`src/inc/fir_map.vh`:
```
// Register map, field positions and reset values of the feature inquiry bank.
// Function
// Presence bits read one when feature exists.
// Presence follows selected video format and mode.
// High register bits 0-15 features, 16-31 reserved.
// Brightness, shutter, gain, trigger, frame rate present.
// White balance bit present only on colour variant.
// Unsupported high register features always read zero.
// Low register zoom to capture quality read zero.
// Parallel I/O and strobe present, serial absent.
// Vendor space pointer returns quadlet offset.
// Parallel I/O pointer returns quadlet offset.
// Strobe pointer returns quadlet offset.
// Bit 0 is MSB; reserved bits read zero.
// Inquiry registers are read-only, writes ignored.
`ifndef FIR_MAP_VH
`define FIR_MAP_VH

// ----------------------------------------------------------------------------
// Byte addresses
// ----------------------------------------------------------------------------
`define FIR_ADR_W 12
`define FIR_OFF_FEAT_HIGH 12'h404
`define FIR_OFF_FEAT_LOW 12'h408
`define FIR_OFF_OPT_FUNC 12'h40C
`define FIR_OFF_VENDOR_PTR 12'h480
`define FIR_OFF_PIO_PTR 12'h484
`define FIR_OFF_STROBE_PTR 12'h48C
`define FIR_OFF_VIDEO_SEL 12'h4F0
`define FIR_OFF_STATUS 12'h4F4

// ----------------------------------------------------------------------------
// Presence bit numbers, counted from the most significant bit
// ----------------------------------------------------------------------------
`define FIR_HI_BRIGHTNESS 0
`define FIR_HI_WHITE_BAL 3
`define FIR_HI_SHUTTER 7
`define FIR_HI_GAIN 8
`define FIR_HI_TRIGGER 12
`define FIR_HI_FRAME_RATE 15
`define FIR_HI_FIELDS 16
`define FIR_OPT_PARALLEL_IO 1
`define FIR_OPT_SERIAL_IO 2
`define FIR_OPT_STROBE 3
`define FIR_OPT_FIELDS 4
`define FIR_LO_FIELDS 18

// ----------------------------------------------------------------------------
// Video select and status fields, plain data bit positions
// ----------------------------------------------------------------------------
`define FIR_SEL_FMT_LSB 8
`define FIR_SEL_FMT_W 3
`define FIR_SEL_MODE_LSB 0
`define FIR_SEL_MODE_W 3
`define FIR_SEL_FMT_RST 3'h7
`define FIR_SEL_MODE_RST 3'h0
`define FIR_SEL_FMT_LANE 1
`define FIR_SEL_MODE_LANE 0
`define FIR_STAT_LANE 0
`define FIR_STAT_CHANGED 0
`define FIR_STAT_VARIANT 1

// ----------------------------------------------------------------------------
// Default pointer values
// ----------------------------------------------------------------------------
`define FIR_VENDOR_PTR_DEF 32'h0000_1000
`define FIR_PIO_PTR_DEF 32'h0000_1100
`define FIR_STROBE_PTR_DEF 32'h0000_1200
`define FIR_ZERO_WORD 32'h0000_0000

`endif

```
`src/rtl/fir_regs.v`:
```
// Feature inquiry register bank with a classic Wishbone slave port.
//
// Local design decision: the Wishbone register port.
`timescale 1ns/100ps
`include "fir_map.vh"

module fir_regs #(
    parameter COLOR_VARIANT = 0,
    parameter [63:0] WB_OFF_MAP = 64'h0000_0000_0000_0000,
    parameter [31:0] VENDOR_PTR = `FIR_VENDOR_PTR_DEF,
    parameter [31:0] PIO_PTR = `FIR_PIO_PTR_DEF,
    parameter [31:0] STROBE_PTR = `FIR_STROBE_PTR_DEF
) (
    input wire clk_i,
    input wire rst_i,
    input wire wb_cyc_i,
    input wire wb_stb_i,
    input wire wb_we_i,
    input wire [`FIR_ADR_W-1:0] wb_adr_i,
    input wire [3:0] wb_sel_i,
    input wire [31:0] wb_dat_i,
    output wire [31:0] wb_dat_o,
    output wire wb_ack_o,
    output wire [2:0] video_format_o,
    output wire [2:0] video_mode_o,
    output wire presence_changed_o
);

    // ------------------------------------------------------------------------
    // Bus state machine
    // ------------------------------------------------------------------------
    localparam [1:0] ST_IDLE = 2'b01;
    localparam [1:0] ST_ACK = 2'b10;

    reg [1:0] state_q;
    reg [1:0] state_d;
    reg ack_q;
    reg ack_d;
    reg [31:0] dat_q;
    reg [31:0] dat_d;

    // ------------------------------------------------------------------------
    // Control and presence state
    // ------------------------------------------------------------------------
    reg [2:0] fmt_q;
    reg [2:0] fmt_d;
    reg [2:0] mode_q;
    reg [2:0] mode_d;
    reg changed_q;
    reg changed_d;
    reg [`FIR_HI_FIELDS-1:0] high_q;
    reg [`FIR_LO_FIELDS-1:0] low_q;
    reg [`FIR_OPT_FIELDS-1:0] opt_q;

    wire [`FIR_HI_FIELDS-1:0] high_now;
    wire [`FIR_LO_FIELDS-1:0] low_now;
    wire [`FIR_OPT_FIELDS-1:0] opt_now;
    wire [31:0] high_word;
    wire [31:0] low_word;
    wire [31:0] opt_word;
    wire take;
    wire wr_sel;
    wire wr_stat;
    wire pres_moved;

    // Address compare used by both the read mux and the write strobes.
    function hit;
        input [`FIR_ADR_W-1:0] adr;
        input [`FIR_ADR_W-1:0] off;
        begin
            hit = (adr[`FIR_ADR_W-1:2] == off[`FIR_ADR_W-1:2]);
        end
    endfunction

    // ------------------------------------------------------------------------
    // Presence source
    // ------------------------------------------------------------------------
    fir_presence #(
        .COLOR_VARIANT(COLOR_VARIANT),
        .WB_OFF_MAP(WB_OFF_MAP)
    ) u_presence (
        .format_i(fmt_q),
        .mode_i(mode_q),
        .high_o(high_now),
        .low_o(low_now),
        .opt_o(opt_now)
    );

    // Presence follows the selection one cycle after it is written.
    always @(posedge clk_i) begin
        if (rst_i) begin
            high_q <= {`FIR_HI_FIELDS{1'b0}};
            low_q <= {`FIR_LO_FIELDS{1'b0}};
            opt_q <= {`FIR_OPT_FIELDS{1'b0}};
        end else begin
            high_q <= high_now;
            low_q <= low_now;
            opt_q <= opt_now;
        end
    end

    // ------------------------------------------------------------------------
    // Bit order: presence bit n sits at data bit 31-n
    // ------------------------------------------------------------------------
    genvar i;
    generate
        for (i = 0; i < 32; i = i + 1) begin : g_order
            if (i < `FIR_HI_FIELDS) begin : g_hi
                assign high_word[31-i] = high_q[i];
            end else begin : g_hi_rsv
                assign high_word[31-i] = 1'b0;
            end
            if (i < `FIR_LO_FIELDS) begin : g_lo
                assign low_word[31-i] = low_q[i];
            end else begin : g_lo_rsv
                assign low_word[31-i] = 1'b0;
            end
            if (i < `FIR_OPT_FIELDS) begin : g_opt
                assign opt_word[31-i] = opt_q[i];
            end else begin : g_opt_rsv
                assign opt_word[31-i] = 1'b0;
            end
        end
    endgenerate

    // ------------------------------------------------------------------------
    // Request decode
    // ------------------------------------------------------------------------
    assign take = wb_cyc_i && wb_stb_i && state_q[0];
    // Only the two control words accept writes; inquiry words drop them.
    assign wr_sel = take && wb_we_i && hit(wb_adr_i, `FIR_OFF_VIDEO_SEL);
    assign wr_stat = take && wb_we_i && hit(wb_adr_i, `FIR_OFF_STATUS);
    assign pres_moved = (high_now != high_q) || (low_now != low_q) ||
        (opt_now != opt_q);

    always @* begin
        state_d = state_q;
        ack_d = 1'b0;
        case (state_q)
            ST_IDLE: begin
                if (take) begin
                    state_d = ST_ACK;
                    ack_d = 1'b1;
                end
            end
            ST_ACK: begin
                state_d = ST_IDLE;
            end
            default: begin
                state_d = ST_IDLE;
            end
        endcase
    end

    // ------------------------------------------------------------------------
    // Read data
    // ------------------------------------------------------------------------
    always @* begin
        dat_d = dat_q;
        if (take) begin
            dat_d = `FIR_ZERO_WORD;
            if (!wb_we_i) begin
                if (hit(wb_adr_i, `FIR_OFF_FEAT_HIGH)) begin
                    dat_d = high_word;
                end else if (hit(wb_adr_i, `FIR_OFF_FEAT_LOW)) begin
                    dat_d = low_word;
                end else if (hit(wb_adr_i, `FIR_OFF_OPT_FUNC)) begin
                    dat_d = opt_word;
                end else if (hit(wb_adr_i, `FIR_OFF_VENDOR_PTR)) begin
                    dat_d = VENDOR_PTR;
                end else if (hit(wb_adr_i, `FIR_OFF_PIO_PTR)) begin
                    dat_d = PIO_PTR;
                end else if (hit(wb_adr_i, `FIR_OFF_STROBE_PTR)) begin
                    dat_d = STROBE_PTR;
                end else if (hit(wb_adr_i, `FIR_OFF_VIDEO_SEL)) begin
                    dat_d[`FIR_SEL_FMT_LSB +: `FIR_SEL_FMT_W] = fmt_q;
                    dat_d[`FIR_SEL_MODE_LSB +: `FIR_SEL_MODE_W] = mode_q;
                end else if (hit(wb_adr_i, `FIR_OFF_STATUS)) begin
                    dat_d[`FIR_STAT_CHANGED] = changed_q;
                    dat_d[`FIR_STAT_VARIANT] = (COLOR_VARIANT != 0);
                end
            end
        end
    end

    // ------------------------------------------------------------------------
    // Control writes
    // ------------------------------------------------------------------------
    always @* begin
        fmt_d = fmt_q;
        mode_d = mode_q;
        if (wr_sel && wb_sel_i[`FIR_SEL_FMT_LANE]) begin
            fmt_d = wb_dat_i[`FIR_SEL_FMT_LSB +: `FIR_SEL_FMT_W];
        end
        if (wr_sel && wb_sel_i[`FIR_SEL_MODE_LANE]) begin
            mode_d = wb_dat_i[`FIR_SEL_MODE_LSB +: `FIR_SEL_MODE_W];
        end
    end

    // A presence change in the clearing cycle keeps the flag set.
    always @* begin
        changed_d = changed_q;
        if (wr_stat && wb_sel_i[`FIR_STAT_LANE] && wb_dat_i[`FIR_STAT_CHANGED]) begin
            changed_d = 1'b0;
        end
        if (pres_moved) begin
            changed_d = 1'b1;
        end
    end

    // ------------------------------------------------------------------------
    // Registers
    // ------------------------------------------------------------------------
    always @(posedge clk_i) begin
        if (rst_i) begin
            state_q <= ST_IDLE;
            ack_q <= 1'b0;
            dat_q <= `FIR_ZERO_WORD;
            fmt_q <= `FIR_SEL_FMT_RST;
            mode_q <= `FIR_SEL_MODE_RST;
            changed_q <= 1'b0;
        end else begin
            state_q <= state_d;
            ack_q <= ack_d;
            dat_q <= dat_d;
            fmt_q <= fmt_d;
            mode_q <= mode_d;
            changed_q <= changed_d;
        end
    end

    assign wb_dat_o = dat_q;
    assign wb_ack_o = ack_q;
    assign video_format_o = fmt_q;
    assign video_mode_o = mode_q;
    assign presence_changed_o = changed_q;

endmodule // fir_regs

```
`src/rtl/fir_presence.v`:
```
// Presence vectors for the selected video format and mode.
`timescale 1ns/100ps
`include "fir_map.vh"

module fir_presence #(
    parameter COLOR_VARIANT = 0,
    parameter [63:0] WB_OFF_MAP = 64'h0000_0000_0000_0000
) (
    input wire [2:0] format_i,
    input wire [2:0] mode_i,
    output reg [`FIR_HI_FIELDS-1:0] high_o,
    output reg [`FIR_LO_FIELDS-1:0] low_o,
    output reg [`FIR_OPT_FIELDS-1:0] opt_o
);

    // Index n of each vector is presence bit n; the bank flips it to MSB order.
    always @* begin
        high_o = {`FIR_HI_FIELDS{1'b0}};
        high_o[`FIR_HI_BRIGHTNESS] = 1'b1;
        high_o[`FIR_HI_SHUTTER] = 1'b1;
        high_o[`FIR_HI_GAIN] = 1'b1;
        high_o[`FIR_HI_TRIGGER] = 1'b1;
        high_o[`FIR_HI_FRAME_RATE] = 1'b1;
        // A colour variant can still hide white balance in modes marked in the map.
        high_o[`FIR_HI_WHITE_BAL] = (COLOR_VARIANT != 0) &&
            !WB_OFF_MAP[{format_i, mode_i}];
        low_o = {`FIR_LO_FIELDS{1'b0}};
        opt_o = {`FIR_OPT_FIELDS{1'b0}};
        opt_o[`FIR_OPT_PARALLEL_IO] = 1'b1;
        opt_o[`FIR_OPT_SERIAL_IO] = 1'b0;
        opt_o[`FIR_OPT_STROBE] = 1'b1;
    end

endmodule // fir_presence

```
`config.mk`:
```
export PLATFORM = sky130hd
export DESIGN_NAME = fir_regs
export DESIGN_NICKNAME = d
export VERILOG_FILES = /design/src/rtl/fir_regs.v /design/src/rtl/fir_presence.v
export VERILOG_INCLUDE_DIRS = /design/src /design/src/inc
export SDC_FILE = /design/constraint.sdc
export NUM_CORES = 1
export LEC_CHECK = 0
export ABC_CLOCK_PERIOD_IN_PS = 1700
export BUFFER_PORTS_ARGS = -buffer_cell sky130_fd_sc_hd__buf_2
export CORE_ASPECT_RATIO = 1.5
export CORE_UTILIZATION = 49
export DETAILED_ROUTE_END_ITERATION = 10
export PLACE_DENSITY = 0.78
export RECOVER_POWER = 100
export SLEW_MARGIN = 20
export SYNTH_ARGS = -nofsm -noshare
export SYNTH_HDL_FRONTEND = slang
export SYNTH_HIERARCHICAL = 1
export SYNTH_SLANG_ARGS = --single-unit
export TNS_END_PERCENT = 1
```
`constraint.sdc`:
```
create_clock -name clk_i -period 1.7 [get_ports clk_i]
set_input_delay 0.17 -clock clk_i [delete_from_list [all_inputs] [get_ports clk_i]]
set_output_delay 0.17 -clock clk_i [all_outputs]
set_load 0.005 [all_outputs]
```
======== Yosys cells after proc, flatten, opt, wreduce, memory -nomap -nowiden ========
Index checks and enable logic that the tools add are counted.
word-level totals
  output and inout port bits .............. 40
  bits in latches ......................... 0
  register bits after elaboration ......... 62
  ROM bits ................................ 0
  bits in writable memories ............... 0
  input bits .............................. 53
  logic and storage cells ................. 50
  memories ................................ 0
cells by class
  $mul .................................... 0
  shift-type cells ........................ 0
  muxes and demuxes ....................... 18
  bitwise operators ....................... 1
  reductions and logical operators ........ 12
  magnitude comparators ................... 0
  div/mod/pow operators ................... 0
  add/sub/neg operators ................... 0
  eq/ne operators ......................... 11
operators with widths
  kind                    count
  $mux W32                4
  $eq A10 B9 Y1 const B   8
  $mux W13                2
  $mux W16                1
  $ne A16 B16 Y1 const A  1
  $logic_and A1 B1 Y1     9
  $mux W3                 3
  $mux W1                 5
  $mux W2                 2
  $mux W4                 1
  $ne A4 B4 Y1 const A    1
  $eq A2 B1 Y1 const B    1
  $reduce_bool A2 Y1      1
  $reduce_or A2 Y1        1
  $logic_or A1 B1 Y1      1
  $not A1 Y1              1

======== Depth between registers and ports, before layout ========
Gate-level depths: netlist of run 1.
  depth after elaboration ................. 10
  mapped depth ............................ 6
  mapped depth without buffers ............ 4

======== Hierarchy ========
The synthesis of run 1 kept the hierarchy.
modules (own cells, without submodules)
  module        times used  cells an instance  area an instance (um2)  seq. area each (um2)
  fir_regs      1           315                3,111.7                 1,461.4
  fir_presence  1           40                 292.8                   0.0

======== Least setup slack after synthesis of run 1 ========
OpenSTA, ideal clock, no wires.
  kind .................................... in2reg
  from .................................... input wb_adr_i[9]
  to ...................................... register fmt_q[0], in the netlist video_format_o[0]
  stages .................................. 5
  buffers on the path ..................... 1
  setup time .............................. 122 ps
  path slack .............................. 21 ps
  data required time ...................... 1,578 ps
  arrival ................................. 1,556 ps
  cell sequence ........................... or4b_4 -> buf_6 -> or4_4 -> o21ai_1 -> nand3b_1
on the way
  word-level cells in the longest chain between the ends .. 3
ends and longest elaborated chain
  element               RTL line        source
  from (decl)           fir_regs.v:19   input wire [`FIR_ADR_W-1:0] wb_adr_i,
  $eq A10 B9 Y1         fir_regs.v:71   hit = (adr[`FIR_ADR_W-1:2] == off[`FIR_ADR_W-1:2]);
  $logic_and A1 B1 Y1   fir_regs.v:131  assign wr_sel = take && wb_we_i && hit(wb_adr_i, `FIR_OFF_VIDEO_SEL);
  $logic_and A1 B1 Y1   fir_regs.v:192  if (wr_sel && wb_sel_i[`FIR_SEL_FMT_LANE]) begin
  to (signal assigned)  fir_regs.v:219  fmt_q <= `FIR_SEL_FMT_RST;
  to (signal assigned)  fir_regs.v:226  fmt_q <= fmt_d;
  to (decl)             fir_regs.v:45   reg [2:0] fmt_q;
No other way between the ends.
A chain may end at the register's enable or synchronous reset.

======== Worst setup path after layout of run 1 ========
Ends and elaborated chain as after synthesis.

==> summary.md, run 1 <==
| Metric | Value |
|---|---|
| Status | finished, final reports clean |
| Antenna violations before repair | 0 |
| Sequential share of the synthesized area | 42.93% |
| DRT Wirelength | 6535 µm |
| Post-layout nets | 470 |
| Final hold vios | 0 |
| Switching Fraction | 22.35% |
| HP Start | wb_dat_i[9] |
| Slowest cell delay on critical path | 0.61 ns |
| Reg2reg setup slack | 0.15 ns |
| Layout cell share with drive strength beyond 1 | 20.62% |
| Reg-to-reg startpoint | state_q[0] |
| Part of the power in registers | 48.4% |
| Die W | 70.06 µm |
| Post-route setup TNS | 0 ns |
| Achievable frequency | 628.3 MHz |
| Vias per inst | 4.976 |
| Post-Syn Instances | 355 |
| TritonCTS clock tree | yes |
| CP delay by family, top | simple AND/OR/NAND/NOR gates |
| Yosys reg bits | 73 |
| Dpl hpwl | 4859 µm |
| Post-synth top area cell | dfxtp_1 |
| ANT cells | 0 |
| Syn_area_per_cell | 9.590 µm² |
| Number of H-tree levels | 3 |
| Fill cells | 598 |
| Vias | 2478 |
| Area growth, synth to finish | 12.31% |
| Leak pwr | 1.516 nW |
| Pint | 2.883 mW |
| NetSw | 829.6 µW |
| Total gr overflow | 0 |
| R2r endpoint | wb_dat_o[30] |
| Commonest non-fill, non-tap cell in the layout | dfxtp_1 |
| Die area | 0.007292 mm² |
| Period utilization | 93.62% |
| Non-filler instance count after layout | 498 |
| Clock sink total | 73 |
| Worst-path cell chain | buf_2, or4b_4, or4_1, o21ai_0, nand3b_1 |
| Worst path required time | 1.92 ns |
| Initial core utilization | 51.42% |
| Worst Path Arrival | 1.81 ns |
| Pwr/cell area | 971.0 mW/mm² |
| Worst min-delay path category | primary input to flip-flop |
| Most frequent cells in the layout | dfxtp_1, conb_1, buf_2, nor2b_1, xnor2_1 |
| Antenna Nets Post-Route | 0 |
| # IOs | 93 |
| Worst Reg2Reg Path Length in Cells | 5 |
| Reg area | 0.001461 mm² |
| Worst vdd ir | 0.6698 mV |
| Max-slew violations | 0 |
| Max cap viols | 0 |
| GP Congestion | 0.8160 |
| Placed insts | 482 |
| CTS root buf | clkbuf_8 |
| Crit Path Max Fanout | 9 |
| Combinational fraction of design power | 8.4% |
| Hold buffers post-CTS | 0 |
| Post-layout minimum cycle time | 1.592 ns |
| Synth warn | 6 |
| Worst path bufs/invs | 1 |
| Postcts setup bufs | 0 |
| First DRT Iteration DRCs | 115 |
| Die Y | 104.1 µm |
| Startpoint Class | primary input |
| Max_slew headroom | 30.17% |
| Worst skew pair latency | 0.34 ns |
| Crit path depth | 5 |
| Slew @ Worst Pin | 1.047 ns |
| Worst setup EP type | flip-flop |
| # port buffers | 55 |
| Share of the synthesized area in the top cell type | 42.93% |
| Area of the multi-input gates | 0.001612 mm² |
| Per-cell routed wire length | 13.12 µm |
| Synth top area cells | dfxtp_1, buf_4, xnor2_1, nor2b_1, o21ai_1 |
| TritonRoute pass-1 iters | 5 |
| Longest Clk Path Bufs | 2 |
| CP Class | primary input to flip-flop |
| Site Rows | 36 |
| Clock transition at the registers of the reported paths | 0.07 ns |
| Setup Viol. Count Final | 0 |
| Tot GR Track Use | 19.00% |
| Post-synthesis cell area | 0.003405 mm² |
| Cells on Worst Hold Path | 3 |
| Cts bufs inserted | 9 |
| Netlist cell types | 41 |
| Post_cts resized | 0 |
| Core ar. | 0.006621 mm² |
| Hold Path End | video_format_o[1] |
| Worst clock skew | 0.006305 ns |
| Global-route wire length before repair | 10970 µm |
| Crit-path slowest cell | or4_1 |
| Vias in the first global route | 2378 |
| Largest net degree at the start of global routing | 54 |
| RSZ-0062 raised after global routing | false |
| DRC errors left | 0 |
| Clock power share | 43.2% |
worst min-delay path, stage by stage:
cell	delay (ns)
buf_2	0.07
nand3_1	0.05
nand3b_1	0.08
flip-flops by register name, indices dropped and copies added (netlist names):
register	flops
wb_ack_o	1
high_q	16
video_format_o	3
low_q	18
presence_changed_o	1
state_q	2
video_mode_o	3
opt_q	4
wb_dat_o	25
stage by stage:
step | instance area (µm²) | util, % | hold WS (ns) | power (mW) | worst slack [ns]
after global placement | 3616 | 54.61 | 0.4088 | 2.138 | -0.1213
final | 3824 | 57.75 | 0.07089 | 3.713 | 0.1084
after detailed placement | 3616 | 54.61 | 0.4199 | 2.144 | -0.1407
after global routing | 3824 | 57.75 | 0.06528 | 3.884 | 0.009698
after CTS | 3859 | 58.28 | 0.06094 | 3.750 | 0.1490
after floorplan | 3562 | - | 0.3175 | 2.138 | 0.02136
logic make-up (layout without fill, tap and decap cells):
family / after synthesis / count (layout) / synth area share, %
and+or+nand+nor: 110 / 110 / 20.25
xor gates and xnor gates: 40 / 40 / 10.29
AOI/OAI and AO/OA: 56 / 56 / 10.69
buffers and inverters: 68 / 93 / 13.85
muxes: 5 / 5 / 1.654
DFF: 73 / 73 / 42.93
other: 3 / 45 / 0.3307
synthesized netlist by cell type, drive strengths merged:
library cell	n
nor3	4
conb	3
nor4b	1
nor2b	39
xor2	2
nor4	5
a22o	8
a32oi	2
or4	1
inv	6
dfxtp	73
o31ai	1
a41oi	1
nand3	9
or2b	1
and3	3
nand3b	3
nand4	10
mux2	5
nor2	5
or4b	1
or3	3
a211o	1
a22oi	13
xnor2	38
nand2	21
a21o	1
clkbuf	11
o21ai	23
buf	51
nand4b	4
a21oi	6
worst max path at each step:
stage           startpoint  slack [ns]                 to
6_report       wb_adr_i[9]        0.11  video_format_o[0]
2_1_floorplan  wb_adr_i[9]        0.02  video_format_o[0]
3_5_place_dp   wb_adr_i[9]       -0.14       wb_dat_o[17]
5_1_grt         state_q[0]        0.01       wb_dat_o[30]
3_3_place_gp   wb_adr_i[9]       -0.12       wb_dat_o[17]
4_1_cts         state_q[0]        0.15       wb_dat_o[31]
routing by layer:
layer | vias to the layer above | global-route usage, % | wire [µm]
met5 | - | 0 | 0
met1 | 1141 | 21.96 | 2690
met3 | 12 | 4.070 | 318
met2 | 78 | 33.17 | 3375
li1 | 1247 | - | -
met4 | 0 | 8.286 | 150
power groups by stage:
stage | Clock, mW | Combinational, mW | Sequential (mW)
2_1_floorplan | 0 | 0.309 | 1.83
3_3_place_gp | 0 | 0.303 | 1.83
3_5_place_dp | 0 | 0.306 | 1.84
4_1_cts | 1.64 | 0.308 | 1.80
5_1_grt | 1.73 | 0.346 | 1.80
6_report | 1.60 | 0.311 | 1.80
final cells by class:
cell class | instances | area share [%]
Clock inverter | 7 | 3.109
Multi-Input combinational cell | 256 | 42.15
Timing Repair Buffer | 71 | 10.21
Sequential cell | 73 | 38.22
Tap cell | 76 | 2.487
Clock buffer | 9 | 3.240
Inverter | 6 | 0.5890
Note: power is estimated with default switching activity, not from simulation.
==> run 2, diff against run 1 <==
- ABC_CLOCK_PERIOD_IN_PS: 1700 -> 1950
- CORE_UTILIZATION: 49 -> 52
- PLACE_DENSITY: 0.78 -> 0.79
- clock period: 1.7 -> 1.95 ns (I/O delays scaled with it)
==> run 2 against run 1 <==
Net effect: clock skew rose by 0.0085 ns; via count increased by 1.0%; total power is 21% lower; die area is 5.6% lower; sequential cell count stayed put; critical path type unchanged.
==> summary.md, run 2 (synthesized netlist as in run 1, its figures left out) <==
| Metric | Value |
|---|---|
| Worst Reg2Reg Path Length in Cells | 5 |
| Crit Path Max Fanout | 6 |
| Worst path bufs/invs | 3 |
| Worst min-delay path category | primary input to flip-flop |
| Worst clock skew | 0.01476 ns |
| Crit-path slowest cell | or4b_1 |
| Post-layout nets | 466 |
| Worst skew pair latency | 0.36 ns |
| Fill cells | 550 |
| Reg2reg setup slack | 0.29 ns |
| Longest Clk Path Bufs | 2 |
| Part of the power in registers | 53.3% |
| Setup Viol. Count Final | 0 |
| Worst vdd ir | 0.5523 mV |
| Antenna violations before repair | 0 |
| Post_cts resized | 0 |
| Post-layout minimum cycle time | 1.686 ns |
| Max reg flops | 25 |
| Switching Fraction | 26.22% |
| Leak pwr | 1.420 nW |
| ANT cells | 0 |
| Max cap viols | 0 |
| Clock power share | 37.6% |
| Metal2 WL | 3523 µm |
| # IOs | 93 |
| Hold slack | 0.07279 ns |
| Final hold vios | 0 |
| Pwr/cell area | 791.7 mW/mm² |
| Period utilization | 86.45% |
| CTS root buf | clkbuf_8 |
| Most frequent cells in the layout | dfxtp_1, conb_1, nor2b_1, xnor2_1, buf_2 |
| Worst setup EP type | flip-flop |
| Cells on Worst Hold Path | 3 |
| Met3 WL | 233 µm |
| DRT Wirelength | 6739 µm |
| GP Congestion | 0.8284 |
| Reg-to-reg startpoint | state_q[0] |
| R2r endpoint | wb_dat_o[30] |
| Top layer in use | met4 |
| Site Rows | 35 |
| Achievable frequency | 593.2 MHz |
| Worst-path cell chain | buf_2, or4b_1, clkbuf_1, nor4_4, clkbuf_1, a32oi_1, o21ai_0 |
| Total gr overflow | 0 |
| Commonest non-fill, non-tap cell in the layout | dfxtp_1 |
| Max-slew violations | 0 |
| Clock transition at the registers of the reported paths | 0.09 ns |
| Max_slew headroom | 30.53% |
| CP Class | primary input to flip-flop |
| Startpoint Class | primary input |
| Vias in the first global route | 2364 |
| Vias per inst | 5.089 |
| Global-route wire length before repair | 10580 µm |
| Postcts setup bufs | 0 |
| Antenna Nets Post-Route | 0 |
| RSZ-0062 raised after global routing | false |
| Initial core utilization | 54.75% |
| Cts bufs inserted | 9 |
| Die area | 0.006881 mm² |
| TritonRoute pass-1 iters | 4 |
| Worst path required time | 2.24 ns |
| Die Y | 101.1 µm |
| Crit-path most repeated cell | clkbuf_1 |
| Slowest cell delay on critical path | 0.63 ns |
| # port buffers | 55 |
| Slew @ Worst Pin | 1.042 ns |
| Largest net degree at the start of global routing | 54 |
| Vias | 2504 |
| Number of H-tree levels | 3 |
| Overall power | 2.941 mW |
| First DRT Iteration DRCs | 102 |
| Die W | 68.07 µm |
| Combinational fraction of design power | 9.1% |
| Core ar. | 0.006218 mm² |
| Layout cell share with drive strength beyond 1 | 16.27% |
| HP Start | wb_dat_i[10] |
| CP delay by family, top | simple AND/OR/NAND/NOR gates |
| Area growth, synth to finish | 9.114% |
| Dpl hpwl | 4939 µm |
| TritonCTS clock tree | yes |
| Per-cell routed wire length | 13.70 µm |
| Hold Path End | video_format_o[2] |
| NetSw | 771.2 µW |
| Pint | 2.170 mW |
| Clock sink total | 73 |
| Post-route setup TNS | 0 ns |
| Tot GR Track Use | 21.24% |
| Hold buffers post-CTS | 0 |
| DRC errors left | 0 |
| Status | finished, final reports clean |
| Worst Path Arrival | 1.98 ns |
| M1 WL | 2731 µm |
==> run 2: stage by stage <==
| step | util [%] | instance area, µm² | instances | worst slack [ns] |
|---|---|---|---|---|
| 6_report | 59.74 | 3715 | 492 | 0.2642 |
| 5_1_grt | 59.74 | 3715 | 492 | 0.1466 |
| 4_1_cts | 61.05 | 3796 | 492 | 0.3730 |
| 3_5_place_dp | 58.03 | 3608 | 476 | 0.07595 |
| 3_3_place_gp | 58.03 | 3608 | 476 | 0.09782 |
| 2_1_floorplan | - | 3562 | 397 | 0.2464 |
==> run 2: power groups by stage <==
stage / registers, mW / logic (mW) / clock network, mW
after global routing: 1.57 / 0.296 / 1.20
after floorplan: 1.59 / 0.269 / 0
after detailed placement: 1.60 / 0.265 / 0
after global placement: 1.60 / 0.261 / 0
final: 1.57 / 0.267 / 1.11
after CTS: 1.57 / 0.267 / 1.13
==> run 2: layer usage <==
layer	track usage (%)	vias to the layer above
li1	-	1244
met1	22.94	1170
met2	36.27	68
met3	4.751	22
met4	13.14	0
met5	0	-
==> run 2: worst max-delay path by stage <==
stage                start                  to  slack (ns)  cells after the start
4_1_cts         state_q[0]        wb_dat_o[30]        0.37                      5
3_5_place_dp   wb_adr_i[9]  presence_changed_o        0.08                      5
6_report       wb_adr_i[9]         wb_dat_o[9]        0.26                      7
5_1_grt         state_q[0]        wb_dat_o[30]        0.15                      5
3_3_place_gp   wb_adr_i[9]  presence_changed_o         0.1                      5
2_1_floorplan  wb_adr_i[9]   video_format_o[0]        0.25                      5
==> run 2: tightest hold or removal path: cells and delay by family <==
| kind | cells | cell delay [ns] |
|---|---|---|
| buf+inv | 1 | 0.08 |
| simple gates | 2 | 0.12 |
==> run 2: cell type report <==
class	count	area (µm²)	area share [%]
sequential	73	1461	39.34
clock buffer	10	137.6	3.705
tap	74	92.59	2.492
inverter	6	22.52	0.6063
timing repair buffer	67	345.3	9.296
multi-input combinational	256	1605	43.21
clock inverter	6	50.05	1.347
